`config.mk`:
```
export PLATFORM = sky130hd
export DESIGN_NAME = fehx_exec
export DESIGN_NICKNAME = d
export VERILOG_FILES = /design/src/rtl/fehx_pkg.sv /design/src/rtl/fehx_cycle_timer.sv /design/src/rtl/fehx_wake_sync.sv /design/src/rtl/fehx_exec.sv
export SDC_FILE = /design/constraint.sdc
export NUM_CORES = 1
export LEC_CHECK = 0
export BUFFER_PORTS_ARGS = -buffer_cell sky130_fd_sc_hd__buf_2
export CORE_MARGIN = 4
export CORE_UTILIZATION = 41
export CTS_CLUSTER_SIZE = 12
export DETAILED_ROUTE_END_ITERATION = 8
export GPL_ROUTABILITY_DRIVEN = 1
export HOLD_SLACK_MARGIN = 0.12
export PLACE_DENSITY = 0.69
export SLEW_MARGIN = 20
export SYNTH_ARGS = -nofsm -noshare
export SYNTH_HDL_FRONTEND = slang
export SYNTH_SLANG_ARGS = --single-unit
```
`constraint.sdc`:
```
create_clock -name core_clk -period 5.5 [get_ports core_clk]
set_input_delay 1.65 -clock core_clk [delete_from_list [all_inputs] [get_ports core_clk]]
set_output_delay 1.65 -clock core_clk [all_outputs]
set_load 0.03 [all_outputs]
```
`src/rtl/fehx_pkg.sv`:
```
// constants and types for the frame, escape and halt execution block
package fehx_pkg;
  localparam logic [7:0]  OPC_FRAME      = 8'hc8;
  localparam logic [7:0]  OPC_ESC_LO     = 8'hd8;
  localparam logic [7:0]  OPC_ESC_HI     = 8'hdf;
  localparam logic [7:0]  OPC_HALT       = 8'hf4;
  localparam logic [7:0]  ESC_TRAP_VEC   = 8'h07;
  localparam logic [4:0]  LEVEL_MASK     = 5'h1f;
  localparam logic [15:0] PTR_STEP       = 16'h0002;
  // clock figures of the frame and halt operations and of the wake from reset, then reset values
  localparam int          FRAME_L0_W16   = 15;
  localparam int          FRAME_L1_W16   = 25;
  localparam int          FRAME_L0_W8    = 19;
  localparam int          FRAME_L1_W8    = 29;
  localparam int          FRAME_STEP_W16 = 16;
  localparam int          FRAME_STEP_W8  = 20;
  localparam int          HALT_CLOCKS    = 2;
  localparam int          RESET_WAKE     = 4;
  localparam logic [15:0] SP_RESET       = 16'h0000;
  localparam logic [15:0] BP_RESET       = 16'h0000;
  localparam logic [15:0] IP_RESET       = 16'h0000;
  localparam logic [15:0] CS_RESET       = 16'hffff;
  typedef enum logic [2:0] {
    FEHX_DORMANT, FEHX_IDLE, FEHX_FRAME, FEHX_TRAP, FEHX_HALT_ENTER,
    FEHX_HALTED, FEHX_VECTOR
  } fehx_state_t;
endpackage

```
`src/rtl/fehx_cycle_timer.sv`:
```
// loadable cycle counter that spaces out instruction completion
`timescale 1ns/1ps
module fehx_cycle_timer (
  // clock and reset
  input  wire logic        core_clk,
  input  wire logic        srst,
  // control
  input  wire logic        load,
  input  wire logic [9:0]  count,
  // status
  output logic             busy
);
  typedef struct packed {
    logic [9:0] cnt;
  } fehx_tmr_t;
  fehx_tmr_t s_q;
  fehx_tmr_t s_d;
  always_comb begin
    s_d = s_q;
    if (load) begin
      s_d.cnt = count;
    end else if (s_q.cnt != 10'h000) begin
      s_d.cnt = s_q.cnt - 10'h001;
    end
  end
  always_ff @(posedge core_clk) begin
    if (srst) begin
      s_q <= '0;
    end else begin
      s_q <= s_d;
    end
  end
  assign busy = (s_q.cnt > 10'h001);
endmodule // fehx_cycle_timer

```
`src/rtl/fehx_wake_sync.sv`:
```
// two-stage synchroniser for the request pins
`timescale 1ns/1ps
module fehx_wake_sync (
  // clock and reset
  input  wire logic        core_clk,
  input  wire logic        srst,
  // raw and synchronised levels
  input  wire logic [1:0]  raw_in,
  output logic [1:0]       sync_out
);
  typedef struct packed {
    logic [1:0] meta;
    logic [1:0] sync;
  } fehx_sync_t;
  fehx_sync_t s_q;
  fehx_sync_t s_d;
  always_comb begin
    s_d      = s_q;
    s_d.meta = raw_in;
    s_d.sync = s_q.meta;
  end
  always_ff @(posedge core_clk) begin
    if (srst) begin
      s_q <= '0;
    end else begin
      s_q <= s_d;
    end
  end
  assign sync_out = s_q.sync;
endmodule // fehx_wake_sync

```
`src/rtl/fehx_exec.sv`:
```
// execution of the frame creation, escape trap and halt instructions
`timescale 1ns/1ps
module fehx_exec (
  // clock and reset
  input  wire logic        core_clk,
  input  wire logic        srst,
  // configuration
  input  wire logic        bus_is_8bit,
  // instruction issue
  input  wire logic        issue_valid,
  output logic             issue_ready,
  input  wire logic [7:0]  issue_opcode,
  input  wire logic [15:0] issue_imm16,
  input  wire logic [7:0]  issue_imm8,
  input  wire logic [15:0] issue_next_ip,
  input  wire logic [15:0] issue_cs,
  // architectural state in and out
  input  wire logic [15:0] arch_flags_in,
  output logic [15:0]      arch_flags,
  output logic [15:0]      frame_base_pointer,
  output logic [15:0]      stack_top_pointer,
  output logic [15:0]      instruction_pointer,
  output logic [15:0]      code_segment,
  // stack write port
  output logic             stk_wr_en,
  output logic [15:0]      stk_wr_addr,
  output logic [15:0]      stk_wr_data,
  // interrupt requests
  input  wire logic        intr_enable,
  input  wire logic        ext_maskable_req,
  input  wire logic        ext_nmi_req,
  input  wire logic        periph_maskable_req,
  // vectoring and status
  output logic             vector_take,
  output logic [7:0]       vector_num,
  output logic             halted,
  output logic             fetch_enable,
  output logic             op_done
);
  typedef struct packed {
    fehx_pkg::fehx_state_t st;
    logic [15:0]           bp;
    logic [15:0]           sp;
    logic [15:0]           fp;
    logic [15:0]           bytes;
    logic [4:0]            level;
    logic [4:0]            idx;
    logic                  fp_pushed;
    logic [15:0]           ip;
    logic [15:0]           cs;
    logic [15:0]           flags;
    logic                  wr_en;
    logic [15:0]           wr_addr;
    logic [15:0]           wr_data;
    logic                  vtake;
    logic [7:0]            vnum;
    logic                  done;
    logic [3:0]            wake_cnt;
  } fehx_exec_s_t;

  fehx_exec_s_t s_q;
  fehx_exec_s_t s_d;
  logic [1:0]   req_sync;
  logic         tmr_load;
  logic [9:0]   tmr_count;
  logic         tmr_busy;
  logic         wake_req;

  function automatic logic is_escape(input logic [7:0] op);
    is_escape = (op >= fehx_pkg::OPC_ESC_LO) && (op <= fehx_pkg::OPC_ESC_HI);
  endfunction

  function automatic logic [9:0] frame_clocks(input logic [4:0] lvl, input logic b8);
    int n;
    n = 0;
    if (lvl == 5'h00) begin
      n = b8 ? fehx_pkg::FRAME_L0_W8 : fehx_pkg::FRAME_L0_W16;
    end else begin
      n = b8 ? fehx_pkg::FRAME_L1_W8 + fehx_pkg::FRAME_STEP_W8 * (int'(lvl) - 1)
             : fehx_pkg::FRAME_L1_W16 + fehx_pkg::FRAME_STEP_W16 * (int'(lvl) - 1);
    end
    frame_clocks = n[9:0];
  endfunction

  fehx_wake_sync u_sync (
    .core_clk (core_clk),
    .srst     (srst),
    .raw_in   ({ext_nmi_req, ext_maskable_req}),
    .sync_out (req_sync)
  );

  fehx_cycle_timer u_timer (
    .core_clk (core_clk),
    .srst     (srst),
    .load     (tmr_load),
    .count    (tmr_count),
    .busy     (tmr_busy)
  );

  // peripherals run on core_clk, so their request needs no synchroniser
  assign wake_req = req_sync[1] || (intr_enable && (req_sync[0] || periph_maskable_req));

  always_comb begin
    s_d       = s_q;
    s_d.wr_en = 1'b0;
    s_d.vtake = 1'b0;
    s_d.done  = 1'b0;
    tmr_load  = 1'b0;
    tmr_count = 10'h000;
    case (s_q.st)
      fehx_pkg::FEHX_DORMANT: begin
        if (s_q.wake_cnt == 4'(fehx_pkg::RESET_WAKE)) begin
          s_d.st = fehx_pkg::FEHX_IDLE;
        end else begin
          s_d.wake_cnt = s_q.wake_cnt + 4'h1;
        end
      end
      fehx_pkg::FEHX_IDLE: begin
        s_d.flags = arch_flags_in;
        if (issue_valid) begin
          s_d.ip = issue_next_ip;
          s_d.cs = issue_cs;
          if (issue_opcode == fehx_pkg::OPC_FRAME) begin
            s_d.bytes     = issue_imm16;
            s_d.level     = issue_imm8[4:0] & fehx_pkg::LEVEL_MASK;
            s_d.idx       = 5'h01;
            s_d.fp_pushed = 1'b0;
            s_d.sp        = s_q.sp - fehx_pkg::PTR_STEP;
            s_d.fp        = s_q.sp - fehx_pkg::PTR_STEP;
            s_d.wr_en     = 1'b1;
            s_d.wr_addr   = s_q.sp - fehx_pkg::PTR_STEP;
            s_d.wr_data   = s_q.bp;
            tmr_load      = 1'b1;
            tmr_count     = frame_clocks(issue_imm8[4:0], bus_is_8bit);
            s_d.st        = fehx_pkg::FEHX_FRAME;
          end else if (is_escape(issue_opcode)) begin
            s_d.st = fehx_pkg::FEHX_TRAP;
          end else if (issue_opcode == fehx_pkg::OPC_HALT) begin
            tmr_load  = 1'b1;
            tmr_count = 10'(fehx_pkg::HALT_CLOCKS);
            s_d.st    = fehx_pkg::FEHX_HALT_ENTER;
          end
        end
      end
      fehx_pkg::FEHX_FRAME: begin
        if (s_q.level != 5'h00 && s_q.idx < s_q.level) begin
          s_d.bp      = s_q.bp - fehx_pkg::PTR_STEP;
          s_d.sp      = s_q.sp - fehx_pkg::PTR_STEP;
          s_d.wr_en   = 1'b1;
          s_d.wr_addr = s_q.sp - fehx_pkg::PTR_STEP;
          s_d.wr_data = s_q.bp - fehx_pkg::PTR_STEP;
          s_d.idx     = s_q.idx + 5'h01;
        end else if (s_q.level != 5'h00 && !s_q.fp_pushed) begin
          s_d.sp        = s_q.sp - fehx_pkg::PTR_STEP;
          s_d.wr_en     = 1'b1;
          s_d.wr_addr   = s_q.sp - fehx_pkg::PTR_STEP;
          s_d.wr_data   = s_q.fp;
          s_d.fp_pushed = 1'b1;
        end else if (!tmr_busy) begin
          s_d.bp   = s_q.fp;
          s_d.sp   = s_q.sp - s_q.bytes;
          s_d.done = 1'b1;
          s_d.st   = fehx_pkg::FEHX_IDLE;
        end
      end
      fehx_pkg::FEHX_TRAP: begin
        s_d.vtake = 1'b1;
        s_d.vnum  = fehx_pkg::ESC_TRAP_VEC;
        s_d.done  = 1'b1;
        s_d.st    = fehx_pkg::FEHX_IDLE;
      end
      fehx_pkg::FEHX_HALT_ENTER: begin
        if (!tmr_busy) begin
          s_d.done = 1'b1;
          s_d.st   = fehx_pkg::FEHX_HALTED;
        end
      end
      fehx_pkg::FEHX_HALTED: begin
        if (wake_req) begin
          s_d.st = fehx_pkg::FEHX_VECTOR;
        end
      end
      fehx_pkg::FEHX_VECTOR: begin
        s_d.vtake = 1'b1;
        s_d.vnum  = 8'h00;
        s_d.st    = fehx_pkg::FEHX_IDLE;
      end
      default: begin
        s_d.st = fehx_pkg::FEHX_IDLE;
      end
    endcase
  end

  always_ff @(posedge core_clk) begin
    if (srst) begin
      s_q          <= '0;
      s_q.st       <= fehx_pkg::FEHX_DORMANT;
      s_q.bp       <= fehx_pkg::BP_RESET;
      s_q.sp       <= fehx_pkg::SP_RESET;
      s_q.ip       <= fehx_pkg::IP_RESET;
      s_q.cs       <= fehx_pkg::CS_RESET;
    end else begin
      s_q <= s_d;
    end
  end

  assign issue_ready         = (s_q.st == fehx_pkg::FEHX_IDLE);
  assign arch_flags          = s_q.flags;
  assign frame_base_pointer  = s_q.bp;
  assign stack_top_pointer   = s_q.sp;
  assign instruction_pointer = s_q.ip;
  assign code_segment        = s_q.cs;
  assign stk_wr_en           = s_q.wr_en;
  assign stk_wr_addr         = s_q.wr_addr;
  assign stk_wr_data         = s_q.wr_data;
  assign vector_take         = s_q.vtake;
  assign vector_num          = s_q.vnum;
  assign halted              = (s_q.st == fehx_pkg::FEHX_HALTED);
  assign fetch_enable        = (s_q.st != fehx_pkg::FEHX_DORMANT) &&
                               (s_q.st != fehx_pkg::FEHX_HALTED);
  assign op_done             = s_q.done;
endmodule // fehx_exec

```
---- Word-level counts from Yosys, hierarchy flattened ----
Index checks and enable logic that the tools add are counted.
storage, ports and cells
  output and inout bits ................... 126
  flip-flop bits (word level) ............. 187
cells by class
  multipliers ............................. 1
  equality and inequality tests ........... 25
  multiplexer cells ....................... 45
  add/subtract/negate cells ............... 9
  bitwise logic cells ..................... 1
  order comparisons ....................... 4
  reduce and logical (&&, ||, !) cells .... 25
operators by type and width
  kind                                                                   count
  33-bit 2-to-1 mux                                                      4
  91-bit 2-to-1 mux                                                      1
  10-bit 2-to-1 mux                                                      8
  33-bit one-hot mux with 2 select lines                                 1
  59-bit 2-to-1 mux                                                      1
  35-bit 2-to-1 mux                                                      1
  32-bit 2-to-1 mux                                                      1
  16-bit one-hot mux with 2 select lines                                 1
  16-bit by 2-bit subtractor with 16-bit output, second input constant   2
  3-bit 2-to-1 mux                                                       8
  6-bit by 10-bit adder with 10-bit output, first input constant         2
  19-bit 2-to-1 mux                                                      1
  2-bit inequality test, second input constant                           9
  9-bit one-hot mux with 2 select lines                                  1
  8-bit == test, second input constant                                   2
  16-bit 2-to-1 mux                                                      1
  16-bit subtractor                                                      1
  3-bit one-hot mux with 5 select lines                                  1
  6-bit one-hot mux with 2 select lines                                  1
  4-bit AND reduction                                                    3
  10-bit by 1-bit > comparator with 1-bit output, second input constant  1
  1-bit 2-to-1 mux                                                       10
  5-bit 2-to-1 mux                                                       2
  10-bit nonzero test                                                    1
  31 further kinds                                                       46

---- Longest topological paths before layout ----
  depth in word-level cells ............... 9
  gate-level depth with buffers ........... 15
  gate-level depth less buffers ........... 14

---- By module ----
A second synthesis with hierarchy kept.
unflattened totals
  cell total of the unflattened synthesis .. 1303
  area, all modules ....................... 10207.3 um2
modules (own cells, without submodules)
  module            cells an instance  seq. area each (um2)  times used  area each (um2)
  fehx_exec         1218               3323.2                1           9426.5
  fehx_cycle_timer  77                 200.2                 1           675.6
  fehx_wake_sync    8                  80.1                  1           105.1

---- Least setup slack after synthesis ----
No wires, ideal clock.
  kind .................................... input to register
  start point ............................. input issue_imm8[0]
  end point ............................... register u_timer.s_q[7] in the netlist's numbering
  library setup time ...................... 0.117 ns
  data arrival time ....................... 4.175 ns
  buffers on the path ..................... 1
  path slack .............................. 1.208 ns
  stages on the path ...................... 15
  cells stage by stage .................... clkbuf_1 -> inv_1 -> ha_1 -> inv_1 -> ha_1 -> ha_1 -> inv_1 -> fa_1 -> nor2b_1 -> o21ai_0 -> xnor2_1 -> nand2_1 -> o21ai_0 -> a22oi_1 -> nor2_1
between the ends
  longest elaborated chain between the ends .. 9
  elaborated cells between the ends (all ways) .. 11
ends and longest elaborated chain
  item                                         RTL line                          text
  from (decl)                                  fehx_exec.sv:14                   input wire logic [7:0] issue_imm8,
  5-bit by 1-bit subtractor with 6-bit output  fehx_exec.sv:79, fehx_exec.sv:80
  4-bit by 6-bit multiplier with 8-bit output  fehx_exec.sv:79                   n = b8 ? fehx_pkg::FRAME_L1_W8 + fehx_pkg::FRAME_STEP_W8 * (int'(lvl) - 1)
  6-bit by 10-bit adder with 10-bit output     fehx_exec.sv:79
  10-bit 2-to-1 mux                            fehx_exec.sv:79
  10-bit 2-to-1 mux *                          fehx_exec.sv:76                   if (lvl == 5'h00) begin
  10-bit 2-to-1 mux *                          fehx_exec.sv:123                  if (issue_opcode == fehx_pkg::OPC_FRAME) begin
  10-bit 2-to-1 mux *                          fehx_exec.sv:120                  if (issue_valid) begin
  10-bit 2-to-1 mux *                          fehx_exec.sv:110                  case (s_q.st)
  10-bit 2-to-1 mux *                          fehx_cycle_timer.sv:20            if (load) begin
  to (signal assigned)                         fehx_cycle_timer.sv:28            s_q <= '0;
  to (signal assigned)                         fehx_cycle_timer.sv:30            s_q <= s_d;
  to (decl)                                    fehx_cycle_timer.sv:16            fehx_tmr_t s_q;
Every way passes the cells marked *; elsewhere a longest branch is shown, timed or not.
A chain may end at the register's enable or synchronous reset.

---- Worst setup path in the final report ----
Ends and elaborated chain as after synthesis.

==> results.json <==
{
  "run_status": "finished, final reports clean",
  "regArea_mm2": 0.00360,
  "gp_congestion": 0.897,
  "clockBufferDepth": 2,
  "tritoncts": "done",
  "synthMuxAreaShare_pct": 0.510,
  "final.fill_count": 2462,
  "port_buffers": 205,
  "cts_hold_buffers": 0,
  "avgSynthCellArea_um2": 7.80,
  "ys_warn_count": 0,
  "core_mm2": 0.0245,
  "fin_cells": 1702,
  "worstMarginPinSlew_ns": 1.08,
  "synth_edf_count": 0,
  "synth_compound_area_share_pct": 18.9,
  "dieWidth_um": 167,
  "ys_seq_area_share_pct": 35.0,
  "synth_seq_cells": 180,
  "syn-cell-area_mm2": 0.0103,
  "period_minus_slack_ns": 4.07,
  "dieArea_mm2": 0.0277,
  "avgViaCountPerCell": 5.25,
  "final_layout_size_suffix_gt1_share_pct": 19.5,
  "drc": 0,
  "hold_path.class": "flop to flop",
  "min_path_cells": 1,
  "hold_viol_final": 0,
  "grt_use_total_pct": 18.6,
  "fin_skew_ns": 0.0113,
  "finalPower_mw": 3.98,
  "max_freq_mhz": 246,
  "crit_path_max_fanout": 12,
  "h-tree-depth": 4,
  "crit_type": "input port to flop",
  "vdd_ir_drop_max_uv": 210,
  "drt_wl_total_mm": 26.7,
  "r2r_cells": 7,
  "final_cell_mix": "nand2_1 (211), buf_2 (204), dfxtp_1 (180), a21oi_1 (127), nor2_1 (107)",
  "routedWlPerCell_um": 15.7,
  "tns_ns": 0,
  "grt_pass1_vias": 8245,
  "end_kind": "flop",
  "synth_cell_types": 79,
  "critPathRequiredTime_ns": 5.81,
  "synth_xor_area_share_pct": 5.52,
  "clk_pin_slew_ns": 0.07,
  "vias": 8942,
  "fp-row-count": 57,
  "nets": 1491,
  "cts-buffers-inserted": 17,
  "synth_ff_type": "dfxtp_1",
  "critPathLaunchType": "input port",
  "cts_setup_buffers": 0,
  "root_buffer": "clkbuf_16",
  "p_per_area_mw_per_mm2": 355,
  "critPathArrivalTime_ns": 4.37,
  "die_h_um": 167,
  "grt_pass1_wl_mm": 43.4,
  "grt_max_degree": 104,
  "synth-simple-area-share_pct": 21.8,
  "period_share_pct": 73.9,
  "ant_nets": 0,
  "cts_resized": 0,
  "start_util_pct": 42.0,
  "cts.sinks": 180,
  "diodes": 0,
  "setup_viol": 0,
  "antenna_found_initial": 0,
  "slew_violations": 0,
  "synth_cells": 1321,
  "maxCapViolCount": 0,
  "drt_first_pass_iters": 5,
  "dp_cells": 1670,
  "final_common_cell": "nand2_1",
  "max_slew_margin_pct": 28.0,
  "synthAdderAreaFrac_pct": 4.76,
  "synth_top_family_by_area": "simple AND/OR/NAND/NOR gates",
  "drtIter0Drc": 788,
  "io_pins": 214,
  "rsz0062_at_grt": "no",
  "multi_input_area_mm2": 0.00535,
  "p_leak_nw": 4.63,
  "ys_async_sr_fraction_pct": 0,
  "area_growth_pct": 8.85,
  "hpwl_mm": 19.5,
  "clkLatencyLatePin_ns": 0.43,
  "grt.overflow.total": 0
}
[critical path, stage by stage]
cell and delay [ns]:
buf_2 0.17, nor3_1 0.29, xnor2_1 0.20, inv_1 0.13, ha_1 0.31, ha_1 0.21, inv_1 0.07, fa_1 0.44
nor2b_1 0.21, o21ai_0 0.14, xnor2_1 0.14, nand2_1 0.07, o21ai_0 0.08, a22oi_1 0.20, nor2_1 0.06
[per-stage QoR]
step	util [%]	instance area, um^2	worst slack [ns]	hold WS [ns]
5_1_grt	45.7	11200	1.17	0.454
3_3_place_gp	43.3	10600	1.12	0.418
2_1_floorplan	-	10300	1.21	0.414
6_report	45.7	11200	1.43	0.435
3_5_place_dp	43.4	10600	1.02	0.427
4_1_cts	45.7	11200	1.46	0.442
[routing by layer]
layer | up-vias | GRT usage [%] | wire [um]
met5 | - | 0 | 0
met4 | 0 | 4.20 | 323
met3 | 29 | 3.77 | 1660
met2 | 266 | 29.7 | 12000
met1 | 4149 | 26.0 | 12700
li1 | 4498 | - | -
[cells by family (layout without fill, tap and decap cells)]
logic type      count (synthesis)  count (layout)
compound gates                312             312
xor+xnor                       65              65
buf+inv                       238             291
fa+ha+maj                      38              38
mux                             5               5
other cells                     1               5
simple gates                  482             482
flops                         180             180
[path summary, 6_finish.rpt]
kind | startpoint | to | slack, ns
worst max register to register | s_q[101] | stack_top_pointer[3] | 2.11
worst min register to register | u_sync.s_d[0] | u_sync.sync_out[0] | 0.43
worst max-delay path | issue_imm8[0] | u_timer.s_q[7] | 1.43
worst min-delay path | u_sync.s_d[0] | u_sync.sync_out[0] | 0.43
[state kept, by name, summed over array words and instances (netlist names), 2 cells and up]
name,count
code_segment,16
stk_wr_addr,16
u_timer.s_q,10
stack_top_pointer,16
instruction_pointer,16
s_q,50
stk_wr_data,16
arch_flags,16
u_sync.sync_out,2
u_sync.s_d,2
frame_base_pointer,16
[Yosys cell counts (all sizes together) (4+ instances only)]
cell | n | share of area [%]
dfxtp | 180 | 35
nand2 | 212 | 7.7
o211ai | 6 | 0.44
nand4 | 9 | 0.55
o22ai | 12 | 0.73
o32ai | 4 | 0.34
nor3 | 33 | 1.6
and2 | 9 | 0.55
nor4 | 10 | 0.61
a211oi | 42 | 3.2
nand2b | 15 | 0.91
o31ai | 4 | 0.42
xnor2 | 40 | 3.4
nand3 | 9 | 0.44
buf | 149 | 10
a22oi | 19 | 1.4
a21oi | 128 | 6.3
nor3b | 4 | 0.29
and3 | 10 | 0.61
or2 | 5 | 0.30
o21ai | 52 | 2.5
clkbuf | 44 | 1.6
or3 | 8 | 0.53
inv | 44 | 1.6
a31oi | 6 | 0.36
or4 | 4 | 0.33
xor2 | 25 | 2.1
nor2 | 110 | 4.0
nand3b | 20 | 1.5
a21o | 14 | 1.0
nor2b | 11 | 0.67
ha | 36 | 4.4
[report_power, final]
part	switching, mW	internal (mW)
combinational	0.790	0.439
sequential	0.112	1.44
clock	0.590	0.608
[area by class of cell]
cell class                      count  share of cell area [%]
Multi-Input combinational cell    907                    47.7
Sequential cell                   180                    32.1
Timing Repair Buffer              214                    9.88
Clock buffer                       17                    3.79
Tap cell                          324                    3.61
Inverter                           45                    1.51
Clock inverter                     15                    1.38
Note: power is estimated with default switching activity, not from simulation.
